<file path="src/common/mmsm_pkg.sv">
// Constants and types shared by the mixed-sign MAC slice
package mmsm_pkg;
	localparam int OPND_W = 16;
	localparam int PROD_W = 32;
	localparam int ACC_W = 40;
	localparam int ADDR_W = 16;
	localparam int DATA_W = 32;
	localparam int RADDR_W = 8;
	localparam int NFLAG = 7;
	localparam int NIRQ = 3;
	// Instruction word bytes
	localparam logic [7:0] PREFIX_BYTE = 8'h93;
	localparam logic [7:0] OPC_US_RSUB = 8'hB8;
	localparam logic [7:0] OPC_SU_ADDRND = 8'h59;
	localparam int PREFIX_LSB = 24;
	localparam int XM_LSB = 16;
	localparam int OPC_LSB = 8;
	localparam int GPR_LSB = 0;
	// Arithmetic constants
	localparam logic [ACC_W-1:0] ROUND_CONST = 40'h00_0000_8000;
	localparam logic [ACC_W-1:0] SAT_POS = 40'h00_7FFF_FFFF;
	localparam logic [ACC_W-1:0] SAT_NEG = 40'hFF_8000_0000;
	localparam logic [ACC_W-1:0] LOW_CLEAR_MASK = 40'hFF_FFFF_0000;
	localparam logic [ADDR_W-1:0] MOVE_STEP = 16'h0002;
	// Flag bit positions
	localparam int FLAG_N = 0;
	localparam int FLAG_Z = 1;
	localparam int FLAG_C = 2;
	localparam int FLAG_SV = 3;
	localparam int FLAG_E = 4;
	localparam int FLAG_SL = 5;
	localparam int FLAG_V = 6;
	// Interrupt status bit positions
	localparam int IRQ_OVF = 0;
	localparam int IRQ_SAT = 1;
	localparam int IRQ_ILL = 2;
	// Register offsets
	localparam logic [RADDR_W-1:0] REG_ACC_LO = 8'h00;
	localparam logic [RADDR_W-1:0] REG_ACC_EXT = 8'h04;
	localparam logic [RADDR_W-1:0] REG_FLAGS = 8'h08;
	localparam logic [RADDR_W-1:0] REG_CTRL = 8'h0C;
	localparam logic [RADDR_W-1:0] REG_IRQ_STAT = 8'h10;
	localparam logic [RADDR_W-1:0] REG_IRQ_MASK = 8'h14;
	// Reset values
	localparam logic [ACC_W-1:0] ACC_RST = 40'h00_0000_0000;
	localparam logic [NFLAG-1:0] FLAGS_RST = 7'h00;
	localparam logic CTRL_SAT_RST = 1'b0;
	localparam logic [NIRQ-1:0] IRQ_MASK_RST = 3'h0;
	typedef enum logic [1:0] {
		OP_NONE,
		OP_US_RSUB,
		OP_SU_ADDRND
	} mmsm_op_e;
endpackage : mmsm_pkg

</file>
<file path="src/logic/mmsm_mult.sv">
// Mixed-sign 16 by 16 multiplier giving a signed 32-bit product
module mmsm_mult
	import mmsm_pkg::*;
(
	input wire logic [mmsm_pkg::OPND_W-1:0] op_a,
	input wire logic a_signed,
	input wire logic [mmsm_pkg::OPND_W-1:0] op_b,
	input wire logic b_signed,
	output logic [mmsm_pkg::PROD_W-1:0] product
);
	logic signed [OPND_W:0] a_ext;
	logic signed [OPND_W:0] b_ext;
	logic signed [2*OPND_W+1:0] full;

	// One extra bit per operand lets one signed multiplier serve every mix
	assign a_ext = $signed({a_signed & op_a[OPND_W-1], op_a});
	assign b_ext = $signed({b_signed & op_b[OPND_W-1], op_b});
	assign full = a_ext * b_ext;
	// Unsigned times signed always fits 32 signed bits
	assign product = full[PROD_W-1:0];
endmodule : mmsm_mult

</file>
<file path="src/logic/mmsm_core.sv">
// Mixed-sign multiply-accumulate slice with parallel data move
module mmsm_core (
	input wire logic clk_sys,
	input wire logic nrst,
	input wire logic instr_valid,
	input wire logic [31:0] instr_word,
	input wire logic [mmsm_pkg::OPND_W-1:0] op1,
	input wire logic [mmsm_pkg::OPND_W-1:0] op2,
	input wire logic [mmsm_pkg::ADDR_W-1:0] index_pointer,
	input wire logic [mmsm_pkg::OPND_W-1:0] mem_rd_data,
	input wire logic [mmsm_pkg::RADDR_W-1:0] reg_addr,
	input wire logic [mmsm_pkg::DATA_W-1:0] reg_wdata,
	input wire logic reg_wr,
	input wire logic reg_rd,
	output logic [mmsm_pkg::DATA_W-1:0] reg_rdata,
	output logic [mmsm_pkg::ACC_W-1:0] product_sum_register,
	output logic [mmsm_pkg::NFLAG-1:0] flags_out,
	output logic op_done,
	output logic mem_rd_en,
	output logic [mmsm_pkg::ADDR_W-1:0] mem_rd_addr,
	output logic mem_wr_en,
	output logic [mmsm_pkg::ADDR_W-1:0] mem_wr_addr,
	output logic [mmsm_pkg::OPND_W-1:0] mem_wr_data,
	output logic irq
);
	import mmsm_pkg::*;

	function automatic mmsm_op_e decode_op(input logic [31:0] w);
		mmsm_op_e r;
		r = OP_NONE;
		if (w[PREFIX_LSB +: 8] == PREFIX_BYTE) begin
			if (w[OPC_LSB +: 8] == OPC_US_RSUB) begin
				r = OP_US_RSUB;
			end else if (w[OPC_LSB +: 8] == OPC_SU_ADDRND) begin
				r = OP_SU_ADDRND;
			end
		end
		return r;
	endfunction : decode_op

	function automatic logic ext_in_use(input logic [ACC_W-1:0] v);
		return !(&v[ACC_W-1:PROD_W-1] || ~|v[ACC_W-1:PROD_W-1]);
	endfunction : ext_in_use

	mmsm_op_e op;
	logic go;
	logic illegal;
	logic is_sub;
	logic is_rnd;
	logic [PROD_W-1:0] product;
	logic [ACC_W-1:0] ext_prod;
	logic [ACC_W-1:0] acc_term;
	logic [ACC_W-1:0] rnd_term;
	logic [ACC_W:0] sum_u;
	logic [ACC_W:0] sum_s;
	logic carry_out;
	logic ovf;
	logic sat;
	logic [ACC_W-1:0] sat_val;
	logic [ACC_W-1:0] final_val;
	logic [ACC_W-1:0] acc_reg;
	logic [ACC_W-1:0] acc_next;
	logic [NFLAG-1:0] flags_reg;
	logic [NFLAG-1:0] flags_next;
	logic sat_en_reg;
	logic [NIRQ-1:0] irq_stat_reg;
	logic [NIRQ-1:0] irq_mask_reg;
	logic [NIRQ-1:0] irq_event;
	logic [DATA_W-1:0] rdata_next;
	logic move_pend_reg;
	logic [ADDR_W-1:0] move_dest_reg;
	logic wr_acc_lo;
	logic wr_acc_ext;
	logic wr_flags;
	logic wr_ctrl;
	logic wr_irq_stat;
	logic wr_irq_mask;

	assign op = decode_op(instr_word);
	assign go = instr_valid && (op != OP_NONE);
	assign illegal = instr_valid && (decode_op(instr_word) == OP_NONE);
	// Decoded prefix and opcode pick subtract and round; saturation follows the CTRL register bit
	assign is_sub = (op == OP_US_RSUB);
	assign is_rnd = (op == OP_SU_ADDRND);

	// First operand signed only for the add-and-round form
	mmsm_mult u_mult (
		.op_a(op1),
		.a_signed(is_rnd),
		.op_b(op2),
		.b_signed(is_sub),
		.product(product)
	);

	assign ext_prod = {{(ACC_W-PROD_W){product[PROD_W-1]}}, product};

	// One adder: reverse subtract is product plus inverted accumulator plus one
	always_comb begin
		acc_term = is_sub ? ~acc_reg : acc_reg;
		rnd_term = is_rnd ? ROUND_CONST : '0;
		sum_u = {1'b0, ext_prod} + {1'b0, acc_term} + {1'b0, rnd_term} + {{ACC_W{1'b0}}, is_sub};
		sum_s = {ext_prod[ACC_W-1], ext_prod} + {acc_term[ACC_W-1], acc_term}
			+ {1'b0, rnd_term} + {{ACC_W{1'b0}}, is_sub};
		// Borrow is the inverse of the adder carry when subtracting
		carry_out = is_sub ? ~sum_u[ACC_W] : sum_u[ACC_W];
		ovf = sum_s[ACC_W] ^ sum_s[ACC_W-1];
	end

	// Saturate to the 32-bit signed range, sign taken before the wrap
	always_comb begin
		sat = 1'b0;
		sat_val = sum_s[ACC_W-1:0];
		if (sat_en_reg) begin
			if (ovf) begin
				sat = 1'b1;
				sat_val = sum_s[ACC_W] ? SAT_NEG : SAT_POS;
			end else if (ext_in_use(sum_s[ACC_W-1:0])) begin
				sat = 1'b1;
				sat_val = sum_s[ACC_W-1] ? SAT_NEG : SAT_POS;
			end
		end
		// Low word cleared last so rounding always ends on a word boundary
		final_val = is_rnd ? (sat_val & LOW_CLEAR_MASK) : sat_val;
	end

	always_comb begin
		flags_next = flags_reg;
		if (go) begin
			flags_next[FLAG_V] = ovf;
			flags_next[FLAG_C] = carry_out;
			flags_next[FLAG_Z] = (final_val == '0);
			flags_next[FLAG_N] = final_val[ACC_W-1];
			flags_next[FLAG_E] = ext_in_use(final_val);
			if (ovf) begin
				flags_next[FLAG_SV] = 1'b1;
			end
			if (sat) begin
				flags_next[FLAG_SL] = 1'b1;
			end
		end
		// Software clears sticky flags by writing one; a new event still wins
		if (wr_flags) begin
			if (reg_wdata[FLAG_SV] && !(go && ovf)) begin
				flags_next[FLAG_SV] = 1'b0;
			end
			if (reg_wdata[FLAG_SL] && !(go && sat)) begin
				flags_next[FLAG_SL] = 1'b0;
			end
		end
	end

	assign wr_acc_lo = reg_wr && (reg_addr == REG_ACC_LO);
	assign wr_acc_ext = reg_wr && (reg_addr == REG_ACC_EXT);
	assign wr_flags = reg_wr && (reg_addr == REG_FLAGS);
	assign wr_ctrl = reg_wr && (reg_addr == REG_CTRL);
	assign wr_irq_stat = reg_wr && (reg_addr == REG_IRQ_STAT);
	assign wr_irq_mask = reg_wr && (reg_addr == REG_IRQ_MASK);

	// Instruction result takes priority over a software load in the same cycle
	always_comb begin
		acc_next = acc_reg;
		if (go) begin
			acc_next = final_val;
		end else begin
			if (wr_acc_lo) begin
				acc_next[PROD_W-1:0] = reg_wdata;
			end
			if (wr_acc_ext) begin
				acc_next[ACC_W-1:PROD_W] = reg_wdata[ACC_W-PROD_W-1:0];
			end
		end
	end

	always_ff @(posedge clk_sys) begin
		if (!nrst) begin
			acc_reg <= ACC_RST;
		end else begin
			acc_reg <= acc_next;
		end
	end

	always_ff @(posedge clk_sys) begin
		if (!nrst) begin
			flags_reg <= FLAGS_RST;
		end else begin
			flags_reg <= flags_next;
		end
	end

	always_ff @(posedge clk_sys) begin
		if (!nrst) begin
			op_done <= 1'b0;
		end else begin
			op_done <= go;
		end
	end

	always_ff @(posedge clk_sys) begin
		if (!nrst) begin
			sat_en_reg <= CTRL_SAT_RST;
		end else if (wr_ctrl) begin
			sat_en_reg <= reg_wdata[0];
		end
	end

	// Move: read at the pointer, write only once the memory has answered
	always_ff @(posedge clk_sys) begin
		if (!nrst) begin
			mem_rd_en <= 1'b0;
			mem_rd_addr <= '0;
			move_pend_reg <= 1'b0;
			move_dest_reg <= '0;
		end else begin
			mem_rd_en <= go;
			move_pend_reg <= mem_rd_en;
			move_dest_reg <= mem_rd_addr - MOVE_STEP;
			if (go) begin
				mem_rd_addr <= index_pointer;
			end
		end
	end

	always_ff @(posedge clk_sys) begin
		if (!nrst) begin
			mem_wr_en <= 1'b0;
			mem_wr_addr <= '0;
			mem_wr_data <= '0;
		end else begin
			mem_wr_en <= move_pend_reg;
			if (move_pend_reg) begin
				mem_wr_addr <= move_dest_reg;
				mem_wr_data <= mem_rd_data;
			end
		end
	end

	assign irq_event[IRQ_OVF] = go && ovf;
	assign irq_event[IRQ_SAT] = go && sat;
	assign irq_event[IRQ_ILL] = illegal;

	genvar gi;
	generate
		for (gi = 0; gi < NIRQ; gi++) begin : g_irq
			// Set beats write-one-to-clear so no event is lost
			always_ff @(posedge clk_sys) begin
				if (!nrst) begin
					irq_stat_reg[gi] <= 1'b0;
				end else if (irq_event[gi]) begin
					irq_stat_reg[gi] <= 1'b1;
				end else if (wr_irq_stat && reg_wdata[gi]) begin
					irq_stat_reg[gi] <= 1'b0;
				end
			end
		end
	endgenerate

	always_ff @(posedge clk_sys) begin
		if (!nrst) begin
			irq_mask_reg <= IRQ_MASK_RST;
		end else if (wr_irq_mask) begin
			irq_mask_reg <= reg_wdata[NIRQ-1:0];
		end
	end

	// Irq is registered, so it trails the status bit by one cycle
	always_ff @(posedge clk_sys) begin
		if (!nrst) begin
			irq <= 1'b0;
		end else begin
			irq <= |(irq_stat_reg & irq_mask_reg);
		end
	end

	always_comb begin
		rdata_next = '0;
		case (reg_addr)
			REG_ACC_LO: rdata_next = acc_reg[PROD_W-1:0];
			REG_ACC_EXT: rdata_next[ACC_W-PROD_W-1:0] = acc_reg[ACC_W-1:PROD_W];
			REG_FLAGS: rdata_next[NFLAG-1:0] = flags_reg;
			REG_CTRL: rdata_next[0] = sat_en_reg;
			REG_IRQ_STAT: rdata_next[NIRQ-1:0] = irq_stat_reg;
			REG_IRQ_MASK: rdata_next[NIRQ-1:0] = irq_mask_reg;
			default: rdata_next = '0;
		endcase
	end

	// Read data held only in the cycle after the strobe
	always_ff @(posedge clk_sys) begin
		if (!nrst) begin
			reg_rdata <= '0;
		end else if (reg_rd) begin
			reg_rdata <= rdata_next;
		end else begin
			reg_rdata <= '0;
		end
	end

	assign product_sum_register = acc_reg;
	assign flags_out = flags_reg;
endmodule : mmsm_core

</file>
<file path="config.mk">
export PLATFORM = sky130hd
export DESIGN_NAME = mmsm_core
export DESIGN_NICKNAME = d
export VERILOG_FILES = /design/src/common/mmsm_pkg.sv /design/src/logic/mmsm_mult.sv /design/src/logic/mmsm_core.sv
export SDC_FILE = /design/constraint.sdc
export NUM_CORES = 1
export LEC_CHECK = 0
export CELL_PAD_IN_SITES_DETAIL_PLACEMENT = 0
export CELL_PAD_IN_SITES_GLOBAL_PLACEMENT = 1
export CORE_ASPECT_RATIO = 1.1
export CORE_UTILIZATION = 54
export DETAILED_ROUTE_END_ITERATION = 10
export DONT_BUFFER_PORTS = 1
export HOLD_SLACK_MARGIN = 0.06
export PLACE_DENSITY_LB_ADDON = 0.25
export SYNTH_ARGS = -nofsm -noshare
export SYNTH_HDL_FRONTEND = slang
export SYNTH_HIERARCHICAL = 1
export SYNTH_SLANG_ARGS = --single-unit
</file>
<file path="constraint.sdc">
create_clock -name clk_sys -period 32.8 [get_ports clk_sys]
set_input_delay 3.28 -clock clk_sys [delete_from_list [all_inputs] [get_ports clk_sys]]
set_output_delay 3.28 -clock clk_sys [all_outputs]
set_load 0.1 [all_outputs]
</file>
Word-level counts from Yosys, hierarchy flattened
Index checks and enable logic that the tools add are counted.
{"block": "totals", "ff_bits": 154, "output_inout_bits": 131, "elab_cells": 116}
{"block": "classes", "addsub": 7, "mul": 1, "n_eq_ne": 10, "mux": 35, "bitwise": 6, "reduce_logical": 38}
{"op": "$mux 40", "n": 7}
{"op": "$add 41x1->41", "n": 2}
{"op": "$add 41x16->41", "n": 2}
{"op": "$add 32x40->41", "n": 1}
{"op": "$add 40x40->41", "n": 1}
{"op": "$logic_not 40->1", "n": 1}
{"op": "$not 40->40", "n": 1}
{"op": "$mul 17x17->32", "n": 1}
{"op": "$mux 16", "n": 2}
{"op": "$mux 32", "n": 1}
{"op": "$reduce_and 9->1", "n": 2}
{"op": "$reduce_or 9->1", "n": 2}
{"op": "$eq 8x4->1 const B", "n": 2}
{"op": "$eq 8x5->1 const B", "n": 2}
{"op": "$eq 8x8->1 const B", "n": 2}
{"op": "$mux 1", "n": 16}
{"op": "$sub 16x2->16 const B", "n": 1}
{"op": "$logic_and 1x1->1", "n": 15}
{"op": "$pmux 4 s3", "n": 1}
{"op": "$reduce_bool 2->1", "n": 6}
{"op": "$pmux 2 s5", "n": 1}
{"op": "$eq 8x3->1 const B", "n": 1}
{"op": "$eq 8x7->1 const B", "n": 1}
{"op": "$logic_not 8->1", "n": 1}
{"op": "other kinds (17)", "n": 25}

Longest topological paths before layout
Gate-level depths: netlist of the first run.
{"block": "depth", "ltp_word": 23, "depth_mapped": 41}

Hierarchy
Netlist of the first run, hierarchy kept.
{"mod": "mmsm_mult", "instances": 1, "cells_per_inst": 1191, "area_per_inst_um2": 10601.4, "seq_area_each_um2": 0.0}
{"mod": "mmsm_core", "instances": 1, "cells_per_inst": 1172, "area_per_inst_um2": 9768.1, "seq_area_each_um2": 3083.0}

Worst setup path after synthesis of the first run
No wires, ideal clock.
{"block": "synth_timing", "path_type": "input-to-reg", "start": "input port instr_word[26]", "end": "register acc_reg[10] (netlist: product_sum_register[10])", "arrival_time_ns": 12.874, "t_required_ns": 32.741, "setup_slack_ns": 19.867, "cell_stages": 37, "n_path_buf": 4, "path_cell_list": "nor4b_1 nand4_1 inv_1 and2_1 clkbuf_1 nand2_1 inv_1 fa_1 inv_1 fa_1 inv_1 fa_1 fa_1 fa_1 inv_1 fa_1 inv_1 ha_1 nand3_1 or2_2 o311ai_1 a41oi_1 xnor2_1 ha_1 ha_1 buf_2 a21o_1 a21o_1 a221o_1 a21oi_1 o311ai_1 or4_4 o32ai_2 or4b_1 buf_2 buf_6 nand2_1"}
{"block": "synth_via", "elab_chain_cells": 16, "word_cells_on_any_way": 27}
{"item": "start: declaration", "line_no": "mmsm_core.sv:6", "rtl": "input wire logic [31:0] instr_word,"}
{"item": "$eq 8x8->1 *", "line_no": "mmsm_core.sv:31", "rtl": "if (w[PREFIX_LSB +: 8] == PREFIX_BYTE) begin"}
{"item": "$mux 2 *", "line_no": "mmsm_core.sv:31"}
{"item": "$eq 2x2->1 *", "line_no": "mmsm_core.sv:84", "rtl": "assign is_rnd = (op == OP_SU_ADDRND);"}
{"item": "net is_rnd", "line_no": "mmsm_core.sv:49", "rtl": "logic is_rnd;"}
{"item": "$and 1x1->1 *", "line_no": "mmsm_mult.sv:16", "rtl": "assign a_ext = $signed({a_signed & op_a[OPND_W-1], op_a});"}
{"item": "$mul 17x17->32 *", "line_no": "mmsm_mult.sv:18", "rtl": "assign full = a_ext * b_ext;"}
{"item": "net product[31]", "line_no": "mmsm_core.sv:50", "rtl": "logic [PROD_W-1:0] product;"}
{"item": "$add 32x40->41 *", "line_no": "mmsm_core.sv:102", "rtl": "sum_s = {ext_prod[ACC_W-1], ext_prod} + {acc_term[ACC_W-1], acc_term}"}
{"item": "[2 not listed]"}
{"item": "$reduce_or 9->1", "line_no": "mmsm_core.sv:42", "rtl": "return !(&v[ACC_W-1:PROD_W-1] || ~|v[ACC_W-1:PROD_W-1]);"}
{"item": "$logic_not 1->1", "line_no": "mmsm_core.sv:42"}
{"item": "$logic_or 1x1->1", "line_no": "mmsm_core.sv:42"}
{"item": "$mux 40", "line_no": "mmsm_core.sv:117", "rtl": "end else if (ext_in_use(sum_s[ACC_W-1:0])) begin"}
{"item": "$mux 40 *", "line_no": "mmsm_core.sv:114", "rtl": "if (ovf) begin"}
{"item": "$mux 40 *", "line_no": "mmsm_core.sv:113", "rtl": "if (sat_en_reg) begin"}
{"item": "$mux 16 *", "line_no": "mmsm_core.sv:123", "rtl": "final_val = is_rnd ? (sat_val & LOW_CLEAR_MASK) : sat_val;"}
{"item": "$mux 40 *", "line_no": "mmsm_core.sv:162", "rtl": "if (go) begin"}
{"item": "end signal: assignment", "line_no": "mmsm_core.sv:178", "rtl": "acc_reg <= acc_next;"}
{"item": "end: declaration", "line_no": "mmsm_core.sv:61", "rtl": "logic [ACC_W-1:0] acc_reg;"}
The timed path passes the listed nets; every way through them passes the cells marked *.
A chain may end at the register's enable or synchronous reset.

Worst setup path after layout of the first run
{"block": "layout_timing", "start": "input port instr_word[26]", "end": "register acc_reg[2] (netlist: product_sum_register[2])"}
{"block": "layout_via", "elab_chain_cells": 16, "word_cells_on_any_way": 27}
{"item": "$eq 8x8->1 *", "line_no": "mmsm_core.sv:31"}
{"item": "$mux 2 *", "line_no": "mmsm_core.sv:31"}
{"item": "$eq 2x1->1 *", "line_no": "mmsm_core.sv:83", "rtl": "assign is_sub = (op == OP_US_RSUB);"}
{"item": "net is_sub", "line_no": "mmsm_core.sv:48", "rtl": "logic is_sub;"}
{"item": "$and 1x1->1 *", "line_no": "mmsm_mult.sv:17", "rtl": "assign b_ext = $signed({b_signed & op_b[OPND_W-1], op_b});"}
{"item": "$mul 17x17->32 *", "line_no": "mmsm_mult.sv:18"}
{"item": "net product[31]", "line_no": "mmsm_core.sv:50"}
{"item": "$add 32x40->41 *", "line_no": "mmsm_core.sv:102"}
{"item": "[2 not listed]"}
{"item": "$reduce_or 9->1", "line_no": "mmsm_core.sv:42"}
{"item": "$logic_not 1->1", "line_no": "mmsm_core.sv:42"}
{"item": "$logic_or 1x1->1", "line_no": "mmsm_core.sv:42"}
{"item": "$mux 40", "line_no": "mmsm_core.sv:117"}
{"item": "$mux 40 *", "line_no": "mmsm_core.sv:114"}
{"item": "$mux 40 *", "line_no": "mmsm_core.sv:113"}
{"item": "$mux 16 *", "line_no": "mmsm_core.sv:123"}
{"item": "$mux 40 *", "line_no": "mmsm_core.sv:162"}
Marked as above.

==> results_dict.tcl, run 1 <==
set metrics [dict create \
    regArea_um2 3085 \
    first_pass_iters 5 \
    cp_max_fo 16 \
    synth-seq-area-share_pct 15.14 \
    vias_per_cell 5.670 \
    grt_max_degree 95 \
    core_region_area_um2 37130 \
    max_freq_mhz 65.50 \
    postCtsHoldBufs 0 \
    yosysWarningCount 6 \
    hold_class "reg -> reg" \
    worstMarginPinSlew_ns 1.224 \
    fill_cells 3428 \
    synthArstFlopShare_pct 0 \
    num_antenna_cells 0 \
    htreeDepth 4 \
    path_common_cell "fa_1" \
    post_dp_cell_area_um2 20810 \
    port_buffers 0 \
    place_ws_ns 17.26 \
    wl_per_cell_um 19.01 \
    endpoint_kind "flop" \
    cts_setup_buffers 0 \
    clkTransAtPathRegs_ns 0.07 \
    cpMaxStageDelayCell "xnor2_1" \
    cp_top_family "adder cells" \
    dp_cells 2784 \
    run_status "finished clean" \
    fp.dieW_um 187.2 \
    synth.net_count 2949 \
    largest_reg_flops 40 \
    fp-row-count 74 \
    crit_cells 35 \
    period_share_pct 46.55 \
    critical_path_class "in -> reg" \
    hold_viol_final 0 \
    start_kind "input port" \
    grt_pass1_wl_um 87150 \
    grt_usage_pct 28.44 \
    clockBufferDepth 2 \
    synth_edf_count 0 \
    slew_headroom_pct 17.81 \
    wirelength_um 53510 \
    netlist_instances 2363 \
    final_cells 2815 \
    cts_inserted_buffers 17 \
    cap_viol_max_count 0 \
    worstSkewPairLatency_ns 0.43 \
    crit_buf_inv 4 \
    first_global_vias 16560 \
    cpPeakStageDelay_ns 0.97 \
    globalRoute.totalOverflow 0 \
    layout_min_cycle_time_ns 15.27 \
    hold_depth 2 \
    start_util_pct 54.86 \
    design_area_um2 21410 \
    worst_clock_skew_ns 0.01597 \
    setup_ws_ns 17.53 \
    antenna_found_initial 1 \
    area_growth_pct 5.110 \
    ys.flop_type "dfxtp_1" \
    cts-root-buf "clkbuf_16" \
    globalplace.congestion 0.9206 \
    io_pins 272 \
    hpwl_um 43350 \
    die_h_um 205.7 \
    cts.sinks 154 \
    drtAntennaViolNets 0 \
    drive_gt1_share_pct 4.093 \
    die_area_um2 38500 \
    dr.first_iter.drc_count 847 \
    post_cts_resized 0 \
    multi_input_area_um2 15600 \
    slew_viol_final 0 \
    syn_area_per_cell_um2 8.620 \
    syn_area_um2 20370 \
    r2r_cells 14 \
    cp.arrival_ns 15.61 \
    cts_tree "built" \
    grt_setup_unrepaired "no" \
    cp.required_ns 33.14 \
    setup-violations-final 0 \
    synth-seq-cells 154 \
    drc 0 \
    vias 15960 \
    layout.nets 2895 \
    synth_cell_types 81 \
    final.setup.tns_ns 0 \
]
-- worst register-to-register path: cells and delay by family (launching register included) --
kind / cells / cell delay, ns
xor gates and xnor gates: 1 / 0.18
AOI/OAI and AO/OA: 6 / 2.03
DFF: 1 / 1.06
buffers and inverters: 1 / 0.28
adders and majority gates: 2 / 0.70
and+or+nand+nor: 4 / 1.50
-- metrics by stage --
| step | hold slack, ns | util, % |
|---|---|---|
| final | 0.4914 | 57.67 |
| after global routing | 0.5156 | 57.67 |
| after CTS | 0.4888 | 57.67 |
| after detailed placement | 0.4714 | 56.05 |
| after global placement | 0.4700 | 56.05 |
| after floorplan | 0.4428 | - |
-- kinds of logic (layout without fill, tap and decap cells) --
family / after synthesis / after routing / synth area share (%)
AO/OA/AOI/OAI: 369 / 369 / 11.95
XOR/XNOR: 114 / 114 / 4.902
adder cells (fa/ha/maj): 445 / 445 / 37.80
buffers and inverters: 446 / 404 / 8.342
flip-flops: 154 / 154 / 15.14
multiplexers: 53 / 53 / 2.635
AND/OR/NAND/NOR: 782 / 782 / 19.23
-- cells in the final DEF, fill, tap and decap left out, drive strengths merged, types with 14 or more instances in the layout --
| cell type | n |
|---|---|
| nand3 | 37 |
| and2 | 176 |
| inv | 353 |
| nand2 | 311 |
| nor2 | 81 |
| and3 | 24 |
| o21a | 15 |
| a21o | 20 |
| dfxtp | 154 |
| a211oi | 14 |
| mux2i | 48 |
| xnor2 | 88 |
| clkbuf | 17 |
| nand4 | 16 |
| nor2b | 43 |
| buf | 29 |
| o21ai | 65 |
| a211o | 17 |
| a21oi | 119 |
| fa | 284 |
| a21boi | 31 |
| nor3 | 23 |
| xor2 | 26 |
| ha | 161 |
-- final timing paths --
| kind | end | slack [ns] | from |
|---|---|---|---|
| setup / recovery | product_sum_register[2] | 17.53 | instr_word[26] |
| hold / removal | reg_rdata[1] | 0.49 | irq_stat_reg[1] |
| hold reg to reg | reg_rdata[1] | 0.49 | irq_stat_reg[1] |
| setup reg to reg | product_sum_register[2] | 26.96 | product_sum_register[9] |
-- cells in the mapped netlist, types with 7 or more instances --
cell type  count  area (µm²)
and3_1        24       150.1
nand2_1      311        1167
nor2b_1       43       269.0
o21ai_1        7       35.03
nor2_1        81       304.0
ha_1         161        2014
clkbuf_1      84       315.3
nand4_1       16       100.1
a31oi_1       12       75.07
inv_1        344        1291
or3_1         13       81.33
dfxtp_1      154        3083
o21ai_0       56       280.3
xnor2_1       88       770.7
a211o_1       17       148.9
fa_1         284        5685
xor2_1        26       227.7
nor3_1        22       110.1
a21boi_0      28       210.2
and2_1       176        1101
nand3_1       37       185.2
a211oi_1      13       97.59
o211ai_1      11       82.58
a21o_1        20       150.1
a21oi_1      117       585.6
mux2i_1       48       480.5
or4_1         11       82.58
nand2b_1       8       50.05
o21a_1        15       112.6
nor4_1         8       50.05
buf_2         11       55.05
or2_2         11       68.82
-- area by class of cell --
cell class	instances	share of cell area, %
inverters	344	6.031
multi-input cells	1763	72.86
clock buffers	17	1.987
repair buffers	29	1.017
flip-flops and latches	154	14.41
well taps	494	2.887
clock inverters	14	0.8123
-- routing by layer --
layer | global-route usage, % | routed length, µm | vias to the layer above | share of wire, %
met1 | 35.56 | 22240 | 7895 | 42
li1 | - | - | 7545 | -
met2 | 50.23 | 26830 | 464 | 50
met3 | 5.731 | 3517 | 55 | 6.6
met4 | 6.879 | 903 | 2 | 1.7
met5 | 0 | 16 | - | 0.030
Power of run 1 is left out: the tool's default activity adds up to more than one toggle a clock period on the data nets, which glitch-free logic cannot reach.
==> run 2: changes to the inputs <==
- CORE_UTILIZATION: 54 -> 50
- clock period: 32.8 -> 14.7 ns (I/O delays scaled with it)
==> run 2 against run 1 <==
Register-to-register slack lost 18 ns. Via count shrank 0.38%. Wire length grew 2.5%. Flip-flop and latch count is the same. Sequential share of layout area is essentially flat. Hold slack gained 0.0029 ns. Critical path type unchanged. Highest routed layer is now met4.
==> results_dict.tcl, run 2 (synthesis results as in run 1) <==
set metrics [dict create \
    hpwl_um 44390 \
    worstMarginPinSlew_ns 1.170 \
    critical_path_class "in -> reg" \
    largest_reg_flops 40 \
    crit_buf_inv 5 \
    cap_viol_max_count 0 \
    wl_met2_um 27230 \
    layout.nets 2899 \
    grt_usage_pct 27.18 \
    cpPeakStageDelay_ns 0.80 \
    cts_setup_buffers 0 \
    slew_viol_final 0 \
    hold_depth 2 \
    grt_pass1_wl_um 89210 \
    grt_max_degree 95 \
    met3_length_um 3485 \
    worst_clock_skew_ns 0.01997 \
    vias_per_cell 5.597 \
    start_kind "input port" \
    path_common_cell "fa_1" \
    io_pins 272 \
    grt_setup_unrepaired "no" \
    cts_tree "built" \
    final.setup.tns_ns 0 \
    layout_min_cycle_time_ns 12.32 \
    wirelength_um 54860 \
    die_area_um2 41550 \
    worstHoldStart "move_dest_reg[2]" \
    cp.arrival_ns 12.69 \
    hold_viol_final 0 \
    cts.sinks 154 \
    setup-violations-final 0 \
    htreeDepth 4 \
    final_common_cell "inv_1" \
    fp.dieW_um 194.4 \
    area_growth_pct 5.234 \
    rr_endpoint "product_sum_register[2]" \
    max_freq_mhz 81.15 \
    dr.first_iter.drc_count 830 \
    period_share_pct 83.83 \
    first_pass_iters 5 \
    drive_gt1_share_pct 4.299 \
    clkTransAtPathRegs_ns 0.07 \
    cp.required_ns 15.06 \
    drc 0 \
    r2r_slack_ns 8.69 \
    r2r_cells 16 \
    top_layer "met4" \
    start_util_pct 50.70 \
    utilization_pct 53.36 \
    wl_met1_um 23140 \
    slew_headroom_pct 21.90 \
    clockBufferDepth 2 \
    crit_start "instr_word[26]" \
    worstSkewPairLatency_ns 0.45 \
    vias 15900 \
    layout_common_cells "inv_1, nand2_1, fa_1" \
    port_buffers 0 \
    drtAntennaViolNets 0 \
    hold_class "reg -> reg" \
    wl_per_cell_um 19.31 \
    cp_top_family "adder cells" \
    first_global_vias 16610 \
    fp-row-count 77 \
    whs_endpoint "mem_wr_addr[2]" \
    endpoint_kind "flop" \
    run_status "finished clean" \
    die_h_um 213.7 \
    antenna_found_initial 3 \
    cts-root-buf "clkbuf_16" \
    globalRoute.totalOverflow 0 \
    cp_max_fo 16 \
    cpMaxStageDelayCell "or4b_1" \
    post_cts_resized 0 \
    cts_inserted_buffers 17 \
    r2r-start "product_sum_register[1]" \
    postCtsHoldBufs 0 \
    core_region_area_um2 40170 \
    globalplace.congestion 0.9365 \
]
==> run 2: worst register-to-register path: stages (launching register included) <==
cell	delay, ns
dfxtp_1	1.06
xnor2_1	0.21
ha_1	0.33
ha_1	0.19
inv_1	0.07
fa_1	0.40
nand2b_1	0.18
a21oi_1	0.24
o21ai_1	0.18
a31oi_2	0.38
or2_2	0.21
o311ai_0	0.25
or4_4	0.60
o32ai_2	0.30
buf_4	0.29
or4b_1	0.80
o211ai_1	0.23
==> run 2: final cells by class <==
type	instances	area, µm²
timing repair buffer	33	247.7
multi-input combinational	1763	15600
clock buffer	18	439.2
tap	513	641.9
inverter	344	1291
sequential	154	3085
antenna	2	5.005
fill	3830	18740
clock inverter	14	126.4
==> run 2: worst max-delay path by stage <==
stage	end	depth (start not counted)
finish	product_sum_register[2]	36
global route	product_sum_register[2]	36
CTS	product_sum_register[2]	36
detailed placement	product_sum_register[2]	36
global placement	product_sum_register[2]	36
floorplan	product_sum_register[10]	37
==> run 2: per-stage QoR <==
| step | hold slack [ns] | worst slack, ns | std cells | cell area [µm²] |
|---|---|---|---|---|
| finish | 0.4943 | 2.378 | 2841 | 21440 |
| global route | 0.5120 | 1.739 | 2841 | 21440 |
| global placement | 0.4711 | 2.005 | 2807 | 20870 |
| floorplan | 0.4428 | 3.577 | 2363 | 20370 |
| detailed placement | 0.4818 | 1.995 | 2807 | 20870 |
| CTS | 0.4971 | 2.440 | 2839 | 21430 |
==> run 2: routing by layer <==
metal  vias to the layer above  GRT usage [%]
li1                       7535              -
met1                      7840          34.41
met2                       464          47.45
met3                        61          4.986
met4                         0          7.800
met5                         -              0
Power of run 2 is left out for the same reason.
==> run 3: changes to the inputs <==
- CORE_UTILIZATION: 50 -> 46
- clock period: 14.7 -> 10.8 ns (I/O delays scaled with it)
==> run 3 against run 2 <==
Wire length up 3.6%. Critical path depth up 4. Setup slack worse by 1.9 ns. Highest routed layer is now met5. Clock skew down 0.0040 ns. Critical endpoint is now product_sum_register[34].
==> results_dict.tcl, run 3 (synthesis results as in run 1) <==
set metrics [dict create \
    run_status "finished clean" \
    regArea_um2 3085 \
    worstHoldStart "move_dest_reg[10]" \
    hold_class "reg -> reg" \
    cp.arrival_ns 10.63 \
    drtAntennaViolNets 0 \
    slew_viol_final 0 \
    area_growth_pct 13.05 \
    layout.nets 3068 \
    hold_viol_final 0 \
    dp_cells 3037 \
    wl_per_cell_um 18.52 \
    fp.dieW_um 202.6 \
    layout_min_cycle_time_ns 10.36 \
    cp.required_ns 11.07 \
    clkTransAtPathRegs_ns 0.07 \
    grt_pass1_wl_um 92470 \
    max_freq_mhz 96.55 \
    worst_clock_skew_ns 0.01599 \
    first_pass_iters 5 \
    cts_inserted_buffers 17 \
    grt_usage_pct 25.80 \
    clockBufferDepth 2 \
    fp-row-count 80 \
    globalplace.congestion 0.9195 \
    cp_max_fo 5 \
    globalRoute.totalOverflow 0 \
    path_common_cell "fa_1" \
    cpPeakStageDelay_ns 0.59 \
    worstSkewPairLatency_ns 0.44 \
    die_area_um2 45130 \
    place_ws_ns -0.3808 \
    worstMarginPinSlew_ns 1.240 \
    critical_path_class "in -> reg" \
    final_cells 3069 \
    utilization_pct 52.89 \
    endpoint_kind "flop" \
    cts_setup_buffers 0 \
    layout_common_cells "inv_1, nand2_1, fa_1" \
    cts-root-buf "clkbuf_16" \
    antenna_found_initial 1 \
    first_global_vias 17020 \
    final.setup.tns_ns 0 \
    drive_gt1_share_pct 11.82 \
    grt_max_degree 95 \
    start_util_pct 46.78 \
    port_buffers 0 \
    num_antenna_cells 0 \
    cap_viol_max_count 0 \
    hpwl_um 46790 \
    die_h_um 222.7 \
    cts_tree "built" \
    r2r-start "product_sum_register[8]" \
    fill_cells 4141 \
    period_share_pct 95.90 \
    htreeDepth 4 \
    start_kind "input port" \
    io_pins 272 \
    dr.first_iter.drc_count 778 \
    wirelength_um 56840 \
    vias_per_cell 5.400 \
    cts.sinks 154 \
    setup_ws_ns 0.4429 \
    multi_input_area_um2 15750 \
    slew_headroom_pct 17.16 \
    core_region_area_um2 43540 \
    drc 0 \
    vias 16570 \
    crit_start "instr_word[26]" \
    setup-violations-final 0 \
    final_common_cell "inv_1" \
    cpMaxStageDelayCell "or4_4" \
    largest_reg_flops 40 \
]
## run 3: cell count changes in the layout (fill, tap and decap cells not counted), sizes merged
| cell | before | now |
|---|---|---|
| buf | 33 | 202 |
| bufinv | 0 | 3 |
| inv | 352 | 353 |
| clkinv | 3 | 2 |
| diode | 2 | 0 |
| clkinvlp | 3 | 0 |
## run 3: area by class of cell
| class | count | area share, % |
|---|---|---|
| multi-input cells | 1763 | 68.41 |
| flip-flops and latches | 154 | 13.40 |
| repair buffers | 202 | 6.710 |
| inverters | 344 | 5.607 |
| well taps | 574 | 3.119 |
| clock buffers | 18 | 1.907 |
| clock inverters | 14 | 0.8476 |
## run 3: through the flow
stage / cell area (µm²) / hold WS, ns
after global placement: 22240 / 0.4695
after floorplan: 20370 / 0.4428
final: 23030 / 0.4897
after CTS: 22870 / 0.4911
after detailed placement: 22240 / 0.4790
after global routing: 23030 / 0.5038
## run 3: routing by layer
layer  share of wire [%]  routed length, µm  vias to the layer above  global-route usage, %
met4                 2.1               1187                        2                  6.670
met1                  42              24060                     8236                  33.23
met2                  50              28330                      394                  44.32
met3                 5.7               3248                       63                  4.679
met5               0.021                 12                        -                      0
li1                    -                  -                     7878                      -
## run 3: repair_timing
| item | CTS | global route |
|---|---|---|
| hold buffers | 0 | 0 |
| endpoints found under the setup margin | 0 | 42 |
| gates resized for setup | 0 | 33 |
## run 3: critical path: cells and delay by family
family	cells	cell delay (ns)
adder cells (fa/ha/maj)	9	3.79
AND/OR/NAND/NOR	11	2.55
AO/OA/AOI/OAI	9	1.76
buffers and inverters	9	1.08
XOR/XNOR	1	0.17
multiplexers	1	0.17
## run 3: path summary, 6_finish.rpt
path                                   end  slack (ns)  depth (start not counted)
setup / recovery  product_sum_register[34]        0.44                         40
hold / removal             mem_wr_addr[10]        0.49                          2
setup reg to reg  product_sum_register[30]        5.27                         14
hold reg to reg            mem_wr_addr[10]        0.49                          2
Power of run 3 is left out for the same reason.
